<file path="src/verilog/cev_cfg.svh">
// Constants of the CAN event and interrupt block
`ifndef CEV_CFG_SVH
`define CEV_CFG_SVH
`define CEV_A_FLG_LO   8'h00
`define CEV_A_FLG_HI   8'h04
`define CEV_A_INFO     8'h08
`define CEV_A_EVT      8'h0c
`define CEV_A_PROTO    8'h10
`define CEV_A_LIMIT    8'h14
`define CEV_A_PTR      8'h18
`define CEV_A_CNT      8'h1c
`define CEV_A_OBJ      8'h80
`define CEV_BIT_INT_EN 3
`define CEV_EVT_RX     0
`define CEV_EVT_TX     1
`define CEV_EVT_FULL   2
`define CEV_THR_PROTO  9'h007
`define CEV_THR_CAN    9'h009
`define CEV_PTR_START  8'h01
`define CEV_DN_LAST    2'h2
`define CEV_DN_FIRST   2'h0
`define CEV_DN_SINGLE  6'h3f
`define CEV_CO_LAST    0
`define CEV_BUF_MAX    256
`define CEV_BUF_MIN    16
`define CEV_NUM_OBJ    32
`define CEV_LIMIT_RST  9'h100
`endif

</file>
<file path="src/verilog/cev_pkg.sv">
// Types of the CAN event and interrupt block
package cev_pkg;
  typedef enum logic [1:0] {
    PROTO_CAN,
    PROTO_DEVICENET,
    PROTO_CANOPEN,
    PROTO_OSEK
  } cev_proto_t;

  typedef struct packed {
    logic [4:0] obj;
  } cev_tx_done_t;

  typedef struct packed {
    logic [4:0] obj;
    logic       fragmented;
    logic [7:0] header;
    logic       last_hint;
    logic [3:0] nbytes;
  } cev_rx_frame_t;

  typedef struct packed {
    logic [7:0] data;
  } cev_count_wr_t;
endpackage

</file>
<file path="src/verilog/cev_event_irq.sv">
// Message-complete, buffer-full and fragment decode logic with APB registers
//
// Notes on behaviour
// - Single frame completes at frame end; fragmented on last
// - Every good transmitted frame completes its object
// - Object control bit 3 enables its interrupt
// - 32 completion flags in two halves
// - Completion flag sets regardless of enables
// - Rx flag bit 0, Tx flag bit 1
// - Interrupt flag sets with enabled status flag
// - Flags clear on writing one
// - No re-raise from still-set status flags
// - Info bits 4:0 give lowest enabled pending
// - Info bit 5 shows any enabled pending
// - Protocols: full below seven bytes remaining
// - Plain CAN: below nine, no count
// - Full check only after non-final frames
// - Full: write count, pointer to one, interrupt
// - After wrap store from one, no semaphore
// - End writes count since last wrap
// - Buffer at most 256 bytes
// - DeviceNet fragment type and count decode
// - CANopen c bit marks last segment
//
// The register offsets and the APB interface to the registers were chosen for this implementation.
`timescale 1ns/1ps
`include "cev_cfg.svh"

module cev_event_irq #(
  parameter int BUF_BYTES = `CEV_BUF_MAX
) (
  input  wire logic                   core_clk,
  input  wire logic                   nrst,
  input  wire logic                   psel,
  input  wire logic                   penable,
  input  wire logic                   pwrite,
  input  wire logic [7:0]             paddr,
  input  wire logic [31:0]            pwdata,
  output logic      [31:0]            prdata,
  output logic                        pready,
  output logic                        pslverr,
  input  wire logic                   tx_done_valid,
  input  wire cev_pkg::cev_tx_done_t  tx_done,
  input  wire logic                   rx_frame_valid,
  input  wire cev_pkg::cev_rx_frame_t rx_frame,
  output logic                        count_wr,
  output cev_pkg::cev_count_wr_t      count_wr_data,
  output logic      [7:0]             dma_pointer,
  output logic                        irq_rx_done,
  output logic                        irq_tx_done,
  output logic                        irq_rx_full
);

  // ---------------------------------------------------------------
  // Elaboration checks
  // ---------------------------------------------------------------
  if (BUF_BYTES > `CEV_BUF_MAX || BUF_BYTES < `CEV_BUF_MIN) begin : g_chk
    $error("BUF_BYTES out of range");
  end

  // Restart offset and thresholds must fit the smallest buffer
  if (`CEV_PTR_START >= `CEV_BUF_MIN) begin : g_chk_start
    $error("pointer restart outside buffer");
  end

  if (`CEV_THR_CAN >= `CEV_BUF_MIN || `CEV_THR_PROTO >= `CEV_BUF_MIN) begin : g_chk_thr
    $error("full threshold above smallest buffer");
  end

  // Limit reset may not exceed the largest buffer
  if (`CEV_LIMIT_RST > `CEV_BUF_MAX) begin : g_chk_limit
    $error("limit reset above buffer size");
  end

  // Object numbers on the event ports must reach every object
  if (`CEV_NUM_OBJ != (1 << $bits(cev_pkg::cev_tx_done_t))) begin : g_chk_obj
    $error("object count does not match object number width");
  end

  // ---------------------------------------------------------------
  // Functions
  // ---------------------------------------------------------------
  function automatic logic [4:0] lowest_set(input logic [31:0] v);
    logic [4:0] r;
    r = 5'h00;
    for (int i = `CEV_NUM_OBJ - 1; i >= 0; i--) begin
      if (v[i]) begin
        r = 5'(i);
      end
    end
    return r;
  endfunction

  function automatic logic [31:0] onehot(input logic [4:0] n);
    return 32'h0000_0001 << n;
  endfunction

  // Wide sum so a pass beyond the buffer top is still seen
  function automatic logic [8:0] add_bytes(input logic [7:0] base, input logic [3:0] n);
    return {1'b0, base} + {5'h00, n};
  endfunction

  function automatic logic [8:0] full_thr(input cev_pkg::cev_proto_t p);
    return (p == cev_pkg::PROTO_CAN) ? `CEV_THR_CAN : `CEV_THR_PROTO;
  endfunction

  function automatic logic dn_last(input logic [7:0] h);
    logic [1:0] kind;
    logic [5:0] count;
    kind  = h[7:6];
    count = h[5:0];
    return kind == `CEV_DN_LAST || (kind == `CEV_DN_FIRST && count == `CEV_DN_SINGLE);
  endfunction

  function automatic logic [8:0] limit_cap(input logic [8:0] v);
    return (v > 9'(BUF_BYTES)) ? 9'(BUF_BYTES) : v;
  endfunction

  // ---------------------------------------------------------------
  // Reset release
  // ---------------------------------------------------------------
  logic [1:0] rst_sync_q;
  logic       rst_n;

  always_ff @(posedge core_clk or negedge nrst) begin
    if (!nrst) begin
      rst_sync_q <= 2'h0;
    end else begin
      rst_sync_q <= {rst_sync_q[0], 1'b1};
    end
  end

  // Release is synchronous so every flop leaves reset on one edge
  assign rst_n = rst_sync_q[1];

  // ---------------------------------------------------------------
  // Register storage
  // ---------------------------------------------------------------
  logic [7:0]        obj_ctl_q [`CEV_NUM_OBJ];
  logic [31:0]       status_q;
  logic [2:0]        evt_q;
  cev_pkg::cev_proto_t proto_q;
  logic [8:0]        limit_q;
  logic [7:0]        ptr_q;
  logic [7:0]        cnt_q;
  logic [31:0]       int_en;
  logic [31:0]       pend;
  logic [7:0]        info;
  logic              any_pend;
  logic [4:0]        low_obj;

  always_comb begin
    for (int i = 0; i < `CEV_NUM_OBJ; i++) begin
      int_en[i] = obj_ctl_q[i][`CEV_BIT_INT_EN];
    end
  end

  assign pend     = status_q & int_en;
  assign any_pend = |pend;
  assign low_obj  = lowest_set(pend);
  assign info     = {2'h0, any_pend, low_obj};

  // ---------------------------------------------------------------
  // Object window decode
  // ---------------------------------------------------------------
  logic       obj_hit;
  logic [4:0] obj_idx;

  // One aligned word for each object above the fixed registers
  assign obj_hit = paddr >= `CEV_A_OBJ && paddr[1:0] == 2'h0;
  assign obj_idx = paddr[6:2];

  // ---------------------------------------------------------------
  // APB decode
  // ---------------------------------------------------------------
  logic wr_acc;
  logic setup;
  logic mapped;

  assign setup  = psel && !penable;
  assign wr_acc = psel && penable && pwrite;
  assign pready = 1'b1;

  always_comb begin
    mapped = paddr[1:0] == 2'h0 &&
             (paddr >= `CEV_A_OBJ || paddr <= `CEV_A_CNT);
  end

  function automatic logic wr_at(input logic [7:0] a);
    return wr_acc && paddr == a;
  endfunction

  always_ff @(posedge core_clk or negedge rst_n) begin
    if (!rst_n) begin
      prdata  <= 32'h0000_0000;
      pslverr <= 1'b0;
    end else if (setup) begin
      pslverr <= !mapped;
      prdata  <= 32'h0000_0000;
      // Captured in setup, held through access
      if (obj_hit) begin
        prdata <= {24'h00_0000, obj_ctl_q[obj_idx]};
      end else begin
        unique case (paddr)
          `CEV_A_FLG_LO: prdata <= {16'h0000, status_q[15:0]};
          `CEV_A_FLG_HI: prdata <= {16'h0000, status_q[31:16]};
          `CEV_A_INFO:   prdata <= {24'h00_0000, info};
          `CEV_A_EVT:    prdata <= {29'h0, evt_q};
          `CEV_A_PROTO:  prdata <= {30'h0, proto_q};
          `CEV_A_LIMIT:  prdata <= {23'h0, limit_q};
          `CEV_A_PTR:    prdata <= {24'h00_0000, ptr_q};
          `CEV_A_CNT:    prdata <= {24'h00_0000, cnt_q};
          default:       prdata <= 32'h0000_0000;
        endcase
      end
    end
  end

  // ---------------------------------------------------------------
  // Configuration registers
  // ---------------------------------------------------------------
  always_ff @(posedge core_clk or negedge rst_n) begin
    if (!rst_n) begin
      for (int i = 0; i < `CEV_NUM_OBJ; i++) begin
        obj_ctl_q[i] <= 8'h00;
      end
    end else if (wr_acc && obj_hit) begin
      obj_ctl_q[obj_idx] <= pwdata[7:0];
    end
  end

  always_ff @(posedge core_clk or negedge rst_n) begin
    if (!rst_n) begin
      proto_q <= cev_pkg::PROTO_CAN;
      limit_q <= `CEV_LIMIT_RST;
    end else begin
      if (wr_at(`CEV_A_PROTO)) begin
        proto_q <= cev_pkg::cev_proto_t'(pwdata[1:0]);
      end
      if (wr_at(`CEV_A_LIMIT)) begin
        // Never beyond the buffer size BUF_BYTES
        limit_q <= limit_cap(pwdata[8:0]);
      end
    end
  end

  // ---------------------------------------------------------------
  // Fragment header decode
  // ---------------------------------------------------------------
  logic rx_last;

  always_comb begin
    rx_last = 1'b1;
    if (rx_frame.fragmented) begin
      unique case (proto_q)
        cev_pkg::PROTO_DEVICENET:
          rx_last = dn_last(rx_frame.header);
        cev_pkg::PROTO_CANOPEN:
          rx_last = rx_frame.header[`CEV_CO_LAST];
        cev_pkg::PROTO_CAN,
        cev_pkg::PROTO_OSEK:
          rx_last = rx_frame.last_hint;
      endcase
    end
  end

  // ---------------------------------------------------------------
  // Buffer accounting
  // ---------------------------------------------------------------
  logic [8:0] ptr_next;
  logic [8:0] cnt_next;
  logic [8:0] remain;
  logic [8:0] thr;
  logic       rx_full;
  logic       rx_end;
  logic       is_can;
  logic       rx_close;

  assign is_can   = proto_q == cev_pkg::PROTO_CAN;
  assign ptr_next = add_bytes(ptr_q, rx_frame.nbytes);
  assign cnt_next = add_bytes(cnt_q, rx_frame.nbytes);
  assign remain   = (limit_q > ptr_next) ? limit_q - ptr_next : 9'h000;
  assign thr      = full_thr(proto_q);
  assign rx_end   = rx_frame_valid && rx_last;
  assign rx_full  = rx_frame_valid && !rx_last && remain < thr;
  // Either case restarts the pointer and, outside plain CAN, hands over the count
  assign rx_close = rx_end || rx_full;

  always_ff @(posedge core_clk or negedge rst_n) begin
    if (!rst_n) begin
      ptr_q <= `CEV_PTR_START;
      cnt_q <= 8'h00;
    end else if (rx_close) begin
      // Hardware restart wins over a software pointer move
      ptr_q <= `CEV_PTR_START;
      cnt_q <= 8'h00;
    end else if (rx_frame_valid) begin
      ptr_q <= ptr_next[7:0];
      cnt_q <= cnt_next[7:0];
    end else if (wr_at(`CEV_A_PTR)) begin
      ptr_q <= pwdata[7:0];
    end
  end

  always_ff @(posedge core_clk or negedge rst_n) begin
    if (!rst_n) begin
      count_wr      <= 1'b0;
      count_wr_data <= '0;
    end else begin
      // Count goes to location zero, never in plain CAN
      count_wr <= rx_close && !is_can;
      if (rx_close && !is_can) begin
        count_wr_data.data <= cnt_next[7:0];
      end
    end
  end

  assign dma_pointer = ptr_q;

  // ---------------------------------------------------------------
  // Completion status flags
  // ---------------------------------------------------------------
  logic [31:0] set_tx;
  logic [31:0] set_rx;
  logic [31:0] clr_st;

  assign set_tx = tx_done_valid ? onehot(tx_done.obj) : 32'h0;
  assign set_rx = rx_end ? onehot(rx_frame.obj) : 32'h0;

  always_comb begin
    clr_st = 32'h0;
    if (wr_at(`CEV_A_FLG_LO)) begin
      clr_st[15:0] = pwdata[15:0];
    end
    if (wr_at(`CEV_A_FLG_HI)) begin
      clr_st[31:16] = pwdata[15:0];
    end
  end

  always_ff @(posedge core_clk or negedge rst_n) begin
    if (!rst_n) begin
      status_q <= 32'h0;
    end else begin
      // Setting wins over a clear in the same cycle
      status_q <= (status_q & ~clr_st) | set_tx | set_rx;
    end
  end

  // ---------------------------------------------------------------
  // Event flags
  // ---------------------------------------------------------------
  logic [2:0] evt_set;
  logic [2:0] evt_clr;

  always_comb begin
    evt_set = 3'h0;
    evt_set[`CEV_EVT_TX]   = |(set_tx & int_en);
    evt_set[`CEV_EVT_RX]   = |(set_rx & int_en);
    evt_set[`CEV_EVT_FULL] = rx_full;
    evt_clr = wr_at(`CEV_A_EVT) ? pwdata[2:0] : 3'h0;
  end

  always_ff @(posedge core_clk or negedge rst_n) begin
    if (!rst_n) begin
      evt_q <= 3'h0;
    end else begin
      // A new event wins over a same-cycle clear
      evt_q <= (evt_q & ~evt_clr) | evt_set;
    end
  end

  assign irq_rx_done = evt_q[`CEV_EVT_RX];
  assign irq_tx_done = evt_q[`CEV_EVT_TX];
  assign irq_rx_full = evt_q[`CEV_EVT_FULL];

endmodule // cev_event_irq

</file>
<file path="config.mk">
export PLATFORM = sky130hd
export DESIGN_NAME = cev_event_irq
export DESIGN_NICKNAME = d
export VERILOG_FILES = /design/src/verilog/cev_pkg.sv /design/src/verilog/cev_event_irq.sv
export VERILOG_INCLUDE_DIRS = /design/src /design/src/verilog
export SDC_FILE = /design/constraint.sdc
export NUM_CORES = 1
export LEC_CHECK = 0
export BUFFER_PORTS_ARGS = -buffer_cell sky130_fd_sc_hd__buf_2
export CAP_MARGIN = 25
export CORE_UTILIZATION = 47
export DETAILED_ROUTE_END_ITERATION = 8
export PLACE_DENSITY = 0.7
export SYNTH_ARGS = -nofsm -noshare
export SYNTH_HDL_FRONTEND = slang
export SYNTH_SLANG_ARGS = --single-unit
</file>
<file path="constraint.sdc">
create_clock -name core_clk -period 32.6 [get_ports core_clk]
set_input_delay 3.26 -clock core_clk [delete_from_list [all_inputs] [get_ports core_clk]]
set_output_delay 3.26 -clock core_clk [all_outputs]
set_load 0.02 [all_outputs]
</file>
======== Yosys cells after proc, flatten, opt, wreduce, memory -nomap -nowiden ========
Index checks and enable logic that the tools add are counted.
operators by class
  add/subtract/negate cells ............... 3
  order comparisons ....................... 7
  equal/unequal tests ..................... 12
  shift-type cells ........................ 2
  multiplexer cells ....................... 55
  bitwise operators ....................... 11
  reduce and logical (&&, ||, !) cells .... 35
operators with widths
  operator                                              count
  bitwise mux 256 bit                                   1
  two-way mux 5 bit                                     32
  AND 32 bit                                            4
  case mux 16 bit (8 select lines)                      1
  OR reduction 32 bit                                   3
  two-way mux 32 bit                                    2
  two-way mux 8 bit                                     8
  bitwise OR 32 bit                                     2
  << shifter 1 x 5 -> 32 bit, first input constant      2
  two-way mux 16 bit                                    3
  binary-select mux 8 bit (select 5 bit)                1
  demux 8 bit (select 5 bit)                            1
  == test 8 x 5 -> 1 bit, second input constant         4
  inverter 32 bit                                       1
  logical AND 1 bit                                     18
  two-way mux 9 bit                                     2
  == test 8 x 4 -> 1 bit, second input constant         2
  adder 8 x 4 -> 9 bit                                  1
  greater-than comparator 9 bit                         1
  greater-than comparator 9 bit, second input constant  1
  less-than comparator 9 x 4 -> 1 bit                   1
  subtractor 9 bit                                      1
  adder 8 x 4 -> 8 bit                                  1
  == test 8 x 3 -> 1 bit, second input constant         1
  other kinds (22)                                      31
storage, ports and cells
  bits in registers ....................... 362
  input bits .............................. 71
  output and inout port bits .............. 54
  word-level logic and storage cells ...... 168

======== Depth between registers and ports, before layout ========
  word-level depth ........................ 35
  gate-level depth with buffers ........... 22
  mapped depth without buffers ............ 22

======== Worst setup path before layout ========
No wires, ideal clock.
  path type ............................... input -> register
  start point ............................. input rx_frame[0] (netlist name)
  end point ............................... register count_wr_data[2] (netlist name)
  library setup time ...................... 125 ps
  arrival ................................. 7,766 ps
  required time ........................... 32,475 ps
  slack ................................... 24,709 ps
  cell stages on the path ................. 21
  buffers on the path ..................... 0
  path through ............................ ha_1 -> fa_1 -> a21o_1 -> a21oi_1 -> nor3_1 -> xnor2_1 -> ha_1 -> or4_1 -> nand2b_1 -> o211a_1 -> o21ai_0 -> a211oi_1 -> ha_1 -> and4b_1 -> a221oi_1 -> o221ai_1 -> a221oi_2 -> and3_4 -> o21ai_4 -> clkinv_2 -> mux2_2
between the ends
  cells in the longest elaborated chain, start to end .. 7
  elaborated cells between the ends (all ways) .. 9
  classes of those cells .................. add/sub (3); order compare (2); mux (1); reduce/logical (3)
RTL lines
  element                                                                   line                  text
  start: declaration                                                        cev_event_irq.sv:45   input wire cev_pkg::cev_rx_frame_t rx_frame,
  adder 8 x 4 -> 9 bit                                                      cev_event_irq.sv:100  return {1'b0, base} + {5'h00, n};
  subtractor 9 bit / greater-than comparator 9 bit (equally long branches)  cev_event_irq.sv:282  assign remain = (limit_q > ptr_next) ? limit_q - ptr_next : 9'h000;
  two-way mux 9 bit                                                         cev_event_irq.sv:282
  less-than comparator 9 x 4 -> 1 bit                                       cev_event_irq.sv:285  assign rx_full = rx_frame_valid && !rx_last && remain < thr;
  logical AND 1 bit                                                         cev_event_irq.sv:285
  logical OR 1 bit                                                          cev_event_irq.sv:287  assign rx_close = rx_end || rx_full;
  logical AND 1 bit                                                         cev_event_irq.sv:312  if (rx_close && !is_can) begin
  end: declaration                                                          cev_event_irq.sv:47   output cev_pkg::cev_count_wr_t count_wr_data,
Parallel ways exist; a longest one is shown, timed or not.
A chain may end at the register's enable or synchronous reset.

======== Worst setup path after layout ========
  start point ............................. input rx_frame[0] (netlist name)
  end point ............................... register ptr_q[6], in the netlist dma_pointer[6]
between the ends
  cells in the longest elaborated chain, start to end .. 7
  elaborated cells between the ends (all ways) .. 10
  classes of those cells .................. add/sub (2); order compare (2); mux (3); reduce/logical (3)
RTL lines
  element                                                                   line                  text
  adder 8 x 4 -> 9 bit (*)                                                  cev_event_irq.sv:100
  subtractor 9 bit / greater-than comparator 9 bit (equally long branches)  cev_event_irq.sv:282
  two-way mux 9 bit                                                         cev_event_irq.sv:282
  less-than comparator 9 x 4 -> 1 bit                                       cev_event_irq.sv:285
  logical AND 1 bit                                                         cev_event_irq.sv:285
  logical OR 1 bit                                                          cev_event_irq.sv:287
  nonzero test 3 bit (no line) / two-way mux 8 bit (equally long branches)  -
  end signal: assignment                                                    cev_event_irq.sv:291  ptr_q <= `CEV_PTR_START;
  end signal: assignment                                                    cev_event_irq.sv:295  ptr_q <= `CEV_PTR_START;
  end signal: assignment                                                    cev_event_irq.sv:298  ptr_q <= ptr_next[7:0];
  end: declaration                                                          cev_event_irq.sv:144  logic [7:0] ptr_q;
Mark *: on every way between the ends. The rest lies on a longest branch, timed or not.

==> results.yml <==
drt:
  vias: 13500
  vias_per_cell: 6.34
  drc: 0
  dr.first_iter.drc_count: 1373
  antenna_left: 0
  avgRoutedWirePerCell_um: 26.1
  drtPass1Iterations: 6
  finalWirelength_um: 55400
outcome:
  status: "finished clean"
placement:
  dp_slack_ps: 23810
  place_area_mm2: 0.0192
  post-dp-hpwl_um: 37700
  gp_congestion: 0.980
  port_buffers: 91
finish:
  drive_above_1_share_pct: 33.3
  nets: 1673
  area_delta_synth_final_pct: 10.9
  fill_cells: 3328
  fin_util_pct: 53.1
  fin_area_mm2: 0.0206
yosys:
  synthTopCellsByArea: "dfrtp_1 46%, mux2_2 17%, mux4_2 9.6%"
  async_reset_ff_share_pct: 100
  synth_top_family_by_area: "multiplexers"
  synth-seq-cells: 346
  synth_compound_area_share_pct: 10.6
  avgSynthCellArea_um2: 12.1
  synth-edff-count: 0
  ys_types: 79
  synth_xor_area_share_pct: 0.567
  yosys_warnings: 0
  seq_area_frac_synth_pct: 46.7
  muxShareOfSynthArea_pct: 27.0
  synth.top_cell.area_share_pct: 46.4
  synthAdderAreaFrac_pct: 1.88
  synthesis.area_mm2: 0.0185
  synth_top_area_cell: "dfrtp_1"
  post-synth-top-count-cell: "dfrtp_1"
  synth-simple-area-share_pct: 9.54
  synth_commonest_cells: "344 x dfrtp_1, 272 x mux2_2, 135 x nand2_1"
  synth_cells: 1530
  ys.flop_type: "dfrtp_1"
floorplan:
  fp.dieW_um: 201
  die_h_um: 201
  io_pins: 125
  start_util_pct: 47.8
  rows: 72
  core_mm2: 0.0387
  die_area_mm2: 0.0402
sta:
  worst_slack_ps: 24310
  hold_viol: 0
  finalCriticalPeriod_ps: 8290
  rsz0062_at_grt: "no"
  maxSlewHeadroom_pct: 29.8
  finalSetupTns_ps: 0
  final.setup_skew_ps: 13.1
  setup_viol: 0
  slew_viol_final: 0
  timing.fmax_mhz: 121
  worst_pin_slew_ps: 1050
  period_share_pct: 25.4
global_routing:
  grt_start_max_net_pins: 192
  grt_pass1_vias: 13600
  overflow: 0
  antenna_found_initial: 1
  grt_usage_pct: 27.8
  grt_pass1_wl_um: 84800
worst_setup_path:
  cp_data_required_time_ps: 33020
  crit_arrival_ps: 8710
  cp-end-kind: "flip-flop"
  worstRegToRegCells: 21
  cp_max_fo: 8
  crit_type: "input port to flip-flop"
  cp-start-kind: "input port"
  r2r-end: "dma_pointer[6]"
  endpoint: "dma_pointer[6]"
  reg2reg_from: "dma_pointer[0]"
  crit_path_start: "rx_frame[0]"
  rrSetupSlack_ps: 26740
cts:
  tritoncts: "yes"
  clock_latency_ps: 560
  cts_resized: 0
  root_buffer: "clkbuf_16"
  clock_path_buffers: 3
  htreeDepth: 2
  path_clk_slew_ps: 60
  cts.sinks: 346
  postCtsHoldBufs: 0
  cts_setup_buffers: 0
  numCtsBuffers: 38
worst_hold_path:
  hold_path.class: "flip-flop to async pin"
power_and_ir_drop:
  power_leakage_uw: 0.00939
  irDropWorstVdd_mv: 0.0337
  pwr_density_cell_mw_per_mm2: 50.1
flow_run:
  max-cap-violations: 0
==> worst min path at each step <==
stage | startpoint | to | slack, ps
after CTS | rst_sync_q[0] | rst_sync_q[1] | 360
after detailed placement | rst_sync_q[0] | rst_sync_q[1] | 340
after global routing | rst_sync_q[1] | obj_ctl_q[138] | 310
after floorplan | rst_sync_q[0] | rst_sync_q[1] | 330
after global placement | rst_sync_q[0] | rst_sync_q[1] | 340
final | rst_sync_q[1] | obj_ctl_q[153] | 270
==> layout by cell type, fill, tap and decap left out, types with 34 or more instances in the layout <==
cell type,netlist,routed
a21oi_1,34,34
buf_2,19,89
o21ai_0,60,60
mux2_2,272,272
dfrtp_1,344,343
nor2_1,59,59
a22oi_1,56,56
nand2_1,135,135
mux4_2,79,79
clkbuf_16,0,38
==> metrics by stage <==
step / hold WS [ps] / cells / power (µW)
floorplan: 331 / 1546 / 554
global placement: 340 / 2051 / 598
detailed placement: 344 / 2051 / 600
CTS: 357 / 2120 / 1040
global route: 309 / 2123 / 1070
finish: 273 / 2124 / 1030
==> final cells by class <==
class	instances	area, µm²	share of cell area [%]
Clock inverter	12	140	0.682
Multi-Input combinational cell	1060	9260	45.1
Antenna cell	1	2.50	0.0122
Inverter	26	98.8	0.481
Sequential cell	346	8660	42.2
Clock buffer	57	1120	5.46
Timing Repair Buffer	104	614	2.99
Tap cell	518	648	3.15
==> layer usage <==
metal / up-vias / routed length, µm / GRT usage, %
li1: 5812 / - / -
met1: 6965 / 23600 / 38.7
met3: 126 / 3960 / 4.07
met5: - / 0 / 0
met4: 0 / 1870 / 10.5
met2: 562 / 26000 / 44.3
==> registers in the layout, indices dropped and copies added, names as in the netlist <==
register and flops:
prdata 16, pslverr 1, count_wr_data 8, dma_pointer 8, proto_q 2, obj_ctl_q 224
cnt_q 8, rst_sync_q 2, limit_q 9, count_wr 1, int_en 32, status_q 32
evt_q 3
==> worst max-delay path, cell delays in order <==
cell and delay [ps]:
buf_2 120, ha_1 220, fa_1 420, a21o_1 180
a21oi_1 360, nor3_1 180, xnor2_1 160, ha_1 250
or4_1 490, nand2b_1 180, o211a_1 240, o21ai_0 310
a211oi_1 110, ha_1 320, and4b_1 230, a221oi_1 320
o221ai_1 210, a221oi_2 270, a31oi_1 320, buf_4 270
a31oi_1 170, o22ai_1 100
==> cell families after synthesis <==
| group | count (synthesis) |
|---|---|
| muxes | 367 |
| buffers and inverters | 140 |
| DFF | 346 |
| AOI/OAI and AO/OA | 283 |
| other | 2 |
| adders and majority gates | 26 |
| and+or+nand+nor | 354 |
| xor gates and xnor gates | 12 |
==> power by group <==
part | internal, µW | total [µW] | switching, µW
clock | 256 | 435 | 179
combinational | 43.9 | 116 | 72.2
sequential | 448 | 480 | 31.7
Power figures use the tool's default switching activity.
